**src/verilog/mfio_pkg.sv**
```systemverilog
// shared constants and types for the multi-function port block
`default_nettype none
package mfio_pkg;
  localparam int ADDR_W = 8;
  // register offsets
  localparam logic [ADDR_W-1:0] OFF_P1_LATCH = 8'h01;
  localparam logic [ADDR_W-1:0] OFF_P2_LATCH = 8'h02;
  localparam logic [ADDR_W-1:0] OFF_P3_LATCH = 8'h03;
  localparam logic [ADDR_W-1:0] OFF_P4_LATCH = 8'h04;
  localparam logic [ADDR_W-1:0] OFF_P5_LATCH = 8'h05;
  localparam logic [ADDR_W-1:0] OFF_P1_DIR   = 8'h09;
  localparam logic [ADDR_W-1:0] OFF_P4_DRV   = 8'h0a;
  localparam logic [ADDR_W-1:0] OFF_P4_PIN   = 8'h0e;
  localparam logic [ADDR_W-1:0] OFF_P2_PIN   = 8'h12;
  localparam logic [ADDR_W-1:0] OFF_P3_PIN   = 8'h13;
  localparam logic [ADDR_W-1:0] OFF_P5_PIN   = 8'h15;
  // port widths
  localparam int P2_W = 3;
  localparam int P5_W = 5;
  // reset values
  localparam logic [7:0]      RST_P1_LATCH = 8'h00;
  localparam logic [7:0]      RST_P1_DIR   = 8'h00;
  localparam logic [P2_W-1:0] RST_P2_LATCH = 3'h7;
  localparam logic [7:0]      RST_P3_LATCH = 8'hff;
  localparam logic [7:0]      RST_P4_LATCH = 8'hff;
  localparam logic [7:0]      RST_P4_DRV   = 8'h00;
  localparam logic [P5_W-1:0] RST_P5_LATCH = 5'h1f;
  // pin bundles: driven level and output enable
  typedef struct packed {
    logic [7:0] dout;
    logic [7:0] oe;
  } mfio_pin8_type;
  typedef struct packed {
    logic [P2_W-1:0] dout;
    logic [P2_W-1:0] oe;
  } mfio_pin3_type;
  typedef struct packed {
    logic [P5_W-1:0] dout;
    logic [P5_W-1:0] oe;
  } mfio_pin5_type;
endpackage
`default_nettype wire

```
**src/verilog/mfio_ports.sv**
```systemverilog
// four-plus-one parallel i/o ports with latches, pin reads and driver control
`default_nettype none
module mfio_ports #(
  parameter int ADDR_W = 8
) (
  input  wire logic                  sys_clk_i,
  input  wire logic                  resetn_i,
  input  wire logic [ADDR_W-1:0]     addr_i,
  input  wire logic [7:0]            wr_data_i,
  input  wire logic                  wr_i,
  input  wire logic                  rd_i,
  output var  logic [7:0]            rd_data_o,
  input  wire logic                  pin_output_enable_i,
  input  wire logic                  stop_mode_i,
  input  wire logic                  dual_clock_mode_i,
  input  wire logic [7:0]            p1_func_out_i,
  input  wire logic [7:0]            p4_func_out_i,
  input  wire logic [mfio_pkg::P5_W-1:0] p5_func_out_i,
  input  wire logic [7:0]            p1_in_i,
  input  wire logic [mfio_pkg::P2_W-1:0] p2_in_i,
  input  wire logic [7:0]            p3_in_i,
  input  wire logic [7:0]            p4_in_i,
  input  wire logic [mfio_pkg::P5_W-1:0] p5_in_i,
  output var  mfio_pkg::mfio_pin8_type p1_pins_o,
  output var  mfio_pkg::mfio_pin3_type p2_pins_o,
  output var  mfio_pkg::mfio_pin8_type p3_pins_o,
  output var  mfio_pkg::mfio_pin8_type p4_pins_o,
  output var  mfio_pkg::mfio_pin5_type p5_pins_o,
  output var  logic                  ext_int_o
);
  import mfio_pkg::*;

  // elaboration guard: the register map decodes eight-bit offsets
  if (ADDR_W != mfio_pkg::ADDR_W)
  begin
    $error("mfio_ports: ADDR_W must match the register map width");
  end

  logic [7:0]      p1_latch_r;
  logic [7:0]      p1_dir_r;
  logic [P2_W-1:0] p2_latch_r;
  logic [7:0]      p3_latch_r;
  logic [7:0]      p4_latch_r;
  logic [7:0]      p4_drv_r;
  logic [P5_W-1:0] p5_latch_r;
  logic            p2_in0_d_r;

  // address decode
  wire sel_p1_latch = (addr_i == OFF_P1_LATCH);
  wire sel_p1_dir   = (addr_i == OFF_P1_DIR);
  wire sel_p2_latch = (addr_i == OFF_P2_LATCH);
  wire sel_p2_pin   = (addr_i == OFF_P2_PIN);
  wire sel_p3_latch = (addr_i == OFF_P3_LATCH);
  wire sel_p3_pin   = (addr_i == OFF_P3_PIN);
  wire sel_p4_latch = (addr_i == OFF_P4_LATCH);
  wire sel_p4_drv   = (addr_i == OFF_P4_DRV);
  wire sel_p4_pin   = (addr_i == OFF_P4_PIN);
  wire sel_p5_latch = (addr_i == OFF_P5_LATCH);
  wire sel_p5_pin   = (addr_i == OFF_P5_PIN);

  // register writes
  always_ff @(posedge sys_clk_i or negedge resetn_i)
  begin
    if (!resetn_i)
    begin
      p1_latch_r <= RST_P1_LATCH;
      p1_dir_r   <= RST_P1_DIR;
      p2_latch_r <= RST_P2_LATCH;
      p3_latch_r <= RST_P3_LATCH;
      p4_latch_r <= RST_P4_LATCH;
      p4_drv_r   <= RST_P4_DRV;
      p5_latch_r <= RST_P5_LATCH;
    end
    else if (wr_i)
    begin
      if (sel_p1_latch) p1_latch_r <= wr_data_i;
      if (sel_p1_dir)   p1_dir_r   <= wr_data_i;
      if (sel_p2_latch) p2_latch_r <= wr_data_i[P2_W-1:0];
      if (sel_p3_latch) p3_latch_r <= wr_data_i;
      if (sel_p4_latch) p4_latch_r <= wr_data_i;
      if (sel_p4_drv)   p4_drv_r   <= wr_data_i;
      if (sel_p5_latch) p5_latch_r <= wr_data_i[P5_W-1:0];
    end
  end

  // read selection; input-mode bits return the pin, so a
  // read-modify-write copies pin levels into their latches
  wire [7:0] p1_rd = (p1_dir_r & p1_latch_r) | (~p1_dir_r & p1_in_i);
  wire [7:0] rd_nxt =
      sel_p1_latch ? p1_rd :
      sel_p1_dir   ? p1_dir_r :
      sel_p2_latch ? {5'h00, p2_latch_r} :
      sel_p2_pin   ? {5'h00, p2_in_i} :
      sel_p3_latch ? p3_latch_r :
      sel_p3_pin   ? p3_in_i :
      sel_p4_latch ? p4_latch_r :
      sel_p4_drv   ? p4_drv_r :
      sel_p4_pin   ? p4_in_i :
      sel_p5_latch ? {3'h0, p5_latch_r} :
      sel_p5_pin   ? {3'h0, p5_in_i} :
      8'h00;

  // pins are sampled in the read cycle, data shown one cycle later
  always_ff @(posedge sys_clk_i or negedge resetn_i)
  begin
    if (!resetn_i)
      rd_data_o <= 8'h00;
    else if (rd_i)
      rd_data_o <= rd_nxt;
  end

  // pin drive values
  wire [7:0] oen8 = {8{pin_output_enable_i}};
  wire [7:0] p1_val = p1_latch_r & p1_func_out_i;
  wire [7:0] p1_oe  = p1_dir_r & oen8;
  wire [P2_W-1:0] p2_oe_raw = ~p2_latch_r & oen8[P2_W-1:0];
  wire [P2_W-1:0] p2_oe;
  assign p2_oe[0] = p2_oe_raw[0] & ~stop_mode_i;
  assign p2_oe[2:1] = p2_oe_raw[2:1] & {2{~dual_clock_mode_i}};
  wire [7:0] p3_oe  = ~p3_latch_r & oen8;
  wire [7:0] p4_val = p4_latch_r & p4_func_out_i;
  wire [7:0] p4_oe  = (p4_drv_r | ~p4_val) & oen8;
  wire [P5_W-1:0] p5_val = p5_latch_r & p5_func_out_i;
  wire [P5_W-1:0] p5_oe  = ~p5_val & oen8[P5_W-1:0];

  // outputs move the cycle after the write lands
  always_ff @(posedge sys_clk_i or negedge resetn_i)
  begin
    if (!resetn_i)
    begin
      p1_pins_o <= '0;
      p2_pins_o <= '0;
      p3_pins_o <= '0;
      p4_pins_o <= '0;
      p5_pins_o <= '0;
    end
    else
    begin
      p1_pins_o <= '{dout: p1_val, oe: p1_oe};
      p2_pins_o <= '{dout: p2_latch_r, oe: p2_oe};
      p3_pins_o <= '{dout: p3_latch_r, oe: p3_oe};
      p4_pins_o <= '{dout: p4_val, oe: p4_oe};
      p5_pins_o <= '{dout: p5_val, oe: p5_oe};
    end
  end

  // falling edge on port two bit 0, also when it drives itself
  always_ff @(posedge sys_clk_i or negedge resetn_i)
  begin
    if (!resetn_i)
    begin
      p2_in0_d_r <= 1'b0; // no edge until the pin has been seen high
      ext_int_o  <= 1'b0;
    end
    else
    begin
      p2_in0_d_r <= p2_in_i[0];
      ext_int_o  <= p2_in0_d_r & ~p2_in_i[0];
    end
  end
endmodule
`default_nettype wire

```
**config.mk**
```make
export PLATFORM = sky130hd
export DESIGN_NAME = mfio_ports
export DESIGN_NICKNAME = d
export VERILOG_FILES = /design/src/verilog/mfio_pkg.sv /design/src/verilog/mfio_ports.sv
export SDC_FILE = /design/constraint.sdc
export NUM_CORES = 1
export LEC_CHECK = 0
export CORE_MARGIN = 3
export CORE_UTILIZATION = 68
export DETAILED_ROUTE_END_ITERATION = 10
export DONT_BUFFER_PORTS = 1
export GPL_TIMING_DRIVEN = 0
export HOLD_SLACK_MARGIN = 0.06
export PLACE_DENSITY = 0.95
export RECOVER_POWER = 25
export SLEW_MARGIN = 5
export SYNTH_ARGS = -nofsm -noshare
export SYNTH_HDL_FRONTEND = slang
export SYNTH_SLANG_ARGS = --single-unit
```
**constraint.sdc**
```tcl
create_clock -name sys_clk_i -period 2.8 [get_ports sys_clk_i]
set_input_delay 0.14 -clock sys_clk_i [delete_from_list [all_inputs] [get_ports sys_clk_i]]
set_output_delay 0.14 -clock sys_clk_i [all_outputs]
set_load 0.01 [all_outputs]
```
==> results.ini <==
[floorplan]
fp.dieW_um = 93.33
ios = 149
row_count = 31
die-area_um2 = 8710
start_util = 0.7075
coreArea_um2 = 7331
die_h_um = 93.33

[drt]
routed_wl_mm = 14.79
firstDrtPassIters = 5
via_count = 3936
wl_per_cell_um = 24.45
drc = 0
drt_iter0_drc = 430
route.antenna.remaining_nets = 0
routed_via_density = 6.506

[synth]
netlist_instances = 425
async_flop_share = 1.000
seq_area_frac_synth = 0.5945
synth-seq-cells = 122
ys_types = 50
synth_area_um2 = 5186
syn_nets = 501
synth_top_area_frac = 0.4729
syn_avg_cell_area_um2 = 12.20
synth.area.top_cells = dfrtp_1 (47%), dfstp_2 (12%), mux2_2 (5.4%), and2_1 (3.6%), mux2i_1 (3.5%)
ys.flop_type = dfrtp_1
post-synth-top-count-cell = dfrtp_1
synth-edff-count = 0
synth_top_cell_by_area = dfrtp_1
synthTopCellsByCount = dfrtp_1 (98), and2_1 (30), mux2_2 (25)
yosysWarnings = 0

[critical_path]
worstSetupPathType = input port to flip-flop
worst-endpoint-arrival_ns = 3.05
cp-end-kind = flip-flop
rrSetupSlack_ns = 0.58
reg2reg_depth = 6
critical_path.cell_chain = buf_6 > or4_4 > buf_6 > nor4_4 > nand2_1 > a32oi_1 > dlygate4sd3_1 > o21ai_1 > dlygate4sd3_1
crit_path_start_kind = input port
slowest_stage = dlygate4sd3_1
worst-path-buf-inv = 4
regToRegStartpoint = p1_dir_r[3]
crit_family = buffers and inverters
worstPathMaxFanout = 10
worst_ep_required_time_ns = 3.20
cp-startpoint = addr_i[4]
slowest_delay_ns = 0.57
path_depth = 9
r2r_end = rd_data_o[3]
crit_end = rd_data_o[3]

[clock_tree]
cts_buffers = 17
clkSinkCount = 122
cts_hold_buffers = 48
path_clk_slew_ns = 0.06
clk_latency_ns = 0.53
cts_tree = yes
cts_buffer_depth = 2
h-tree-depth = 4
clockRootBuffer = clkbuf_8

[sta]
setup_violations = 0
finalClockSkew_ns = 0.01238
hold_viol = 122
maxSlewViolCount = 0
min_period_ns = 2.644
period_share = 0.9441
rsz0062_at_grt = false
relSlewSlack = 0.4701
setup_tns_ns = 0
worst_slack_ns = 0.1565
fmax_ghz = 0.3783
worst_pin_slew_ns = 0.7839
whs_ns = -0.6935

[hold_path]
min_path_type = input port to async pin

[global_route]
grt_pass1_wl_mm = 23.12
antenna_found_initial = 1
grtUsageTotal = 0.3613
grt_pass1_vias = 4230
grt_max_degree = 123
global_route.overflow_total = 0

[run]
maxCapViolCount = 0

[placed_design]
gp_congestion = 0.9681
dp_slack_ns = 0.6480
dpl.cell_count = 524
place_hpwl_mm = 9.538
numPortBuffers = 0

[finish]
postLayoutCoreUtil = 0.8628
syn2layout_area_growth_pct = 21.95
final_cells = 605
drive_gt1_frac = 0.1941
finalNetCount = 568

[power]
leakage_nw = 2.857
ir_worst_vdd_mv = 0.4680
power.density_nw_per_um2 = 663.0

[run_status]
status = finished with violations
violations = negative hold slack

[worst min-delay path by stage]
stage	from	end	slack, ns
after floorplan	resetn_i	ext_int_o	-0.16
after global placement	resetn_i	p3_pins_o[1]	-0.15
after detailed placement	resetn_i	p3_pins_o[3]	-0.15
after CTS	resetn_i	p1_pins_o[15]	-0.70
after global routing	resetn_i	p3_pins_o[9]	-0.70
final	resetn_i	p1_pins_o[11]	-0.69
[final cells by class]
class	count	area (µm²)
sequential	122	3083
multi-input combinational	271	1967
fill	342	1006
timing repair buffer	48	480.5
clock buffer	23	456.7
tap	99	123.9
buffer	22	98.84
clock inverter	9	75.07
inverter	10	37.54
antenna	1	2.502
[where the power goes]
| group | total, W | switching (W) | internal (W) | leakage [nW] |
|---|---|---|---|---|
| Clock | 0.00197 | 0.000757 | 0.00121 | 0.261 |
| Sequential | 0.00194 | 0.0000823 | 0.00186 | 1.51 |
| Combinational | 0.000281 | 0.000145 | 0.000136 | 1.09 |
| Total | 0.00419 | 0.000984 | 0.00321 | 2.86 |
[stage by stage]
stage               cell area, µm²  power (W)
CTS                           6322   0.004189
detailed placement            5310   0.002171
global placement              5310   0.002154
global route                  6325   0.004303
floorplan                     5186   0.002104
finish                        6325   0.004193
[state kept, by name, summed over array words and instances, names as in the netlist, 8 cells and up]
register    flops
p3_pins_o      16
p5_pins_o      10
p1_latch_r      8
p1_dir_r        8
p4_latch_r      8
p1_pins_o      16
rd_data_o       8
p4_drv_r        8
p4_pins_o      16
p3_latch_r      8
[repair_timing]
action,4_1_cts,5_1_grt
hold endpoints to repair,217,122
setup endpoints to repair,0,0
buffers inserted,0,0
gates resized for setup,0,0
[logic make-up after synthesis]
group / after synthesis / synth area share
flops: 122 / 0.5944
compound gates: 80 / 0.09964
simple gates: 132 / 0.1501
buf+inv: 32 / 0.02630
mux: 59 / 0.1296
[layer usage]
layer	wire length (µm)	GRT usage
met4	650	0.1770
met3	1549	0.1344
met2	7320	0.5867
met5	0	0
met1	5273	0.4232
[layout by cell type (no fill, tap or decap), types with 3 or more instances in the layout]
cell type / count
dfrtp_1: 98
dlygate4sd3_1: 48
and2_1: 30
mux2_2: 25
dfstp_2: 24
nand2_1: 22
a21oi_1: 21
clkbuf_1: 20
nor2b_1: 19
mux2i_1: 18
clkbuf_16: 16
o21ai_0: 15
nor2_1: 14
nand2b_1: 11
inv_1: 10
o22ai_1: 10
nand3_1: 9
a21boi_0: 8
mux2_4: 8
mux2_1: 8
clkinv_2: 6
and3_1: 5
nand3b_1: 5
nor3b_1: 3
buf_1: 3
a221oi_1: 3
a311oi_1: 3
a32oi_1: 3
a211oi_1: 3
clkbuf_8: 3
Note: power is estimated with default switching activity, not from simulation.
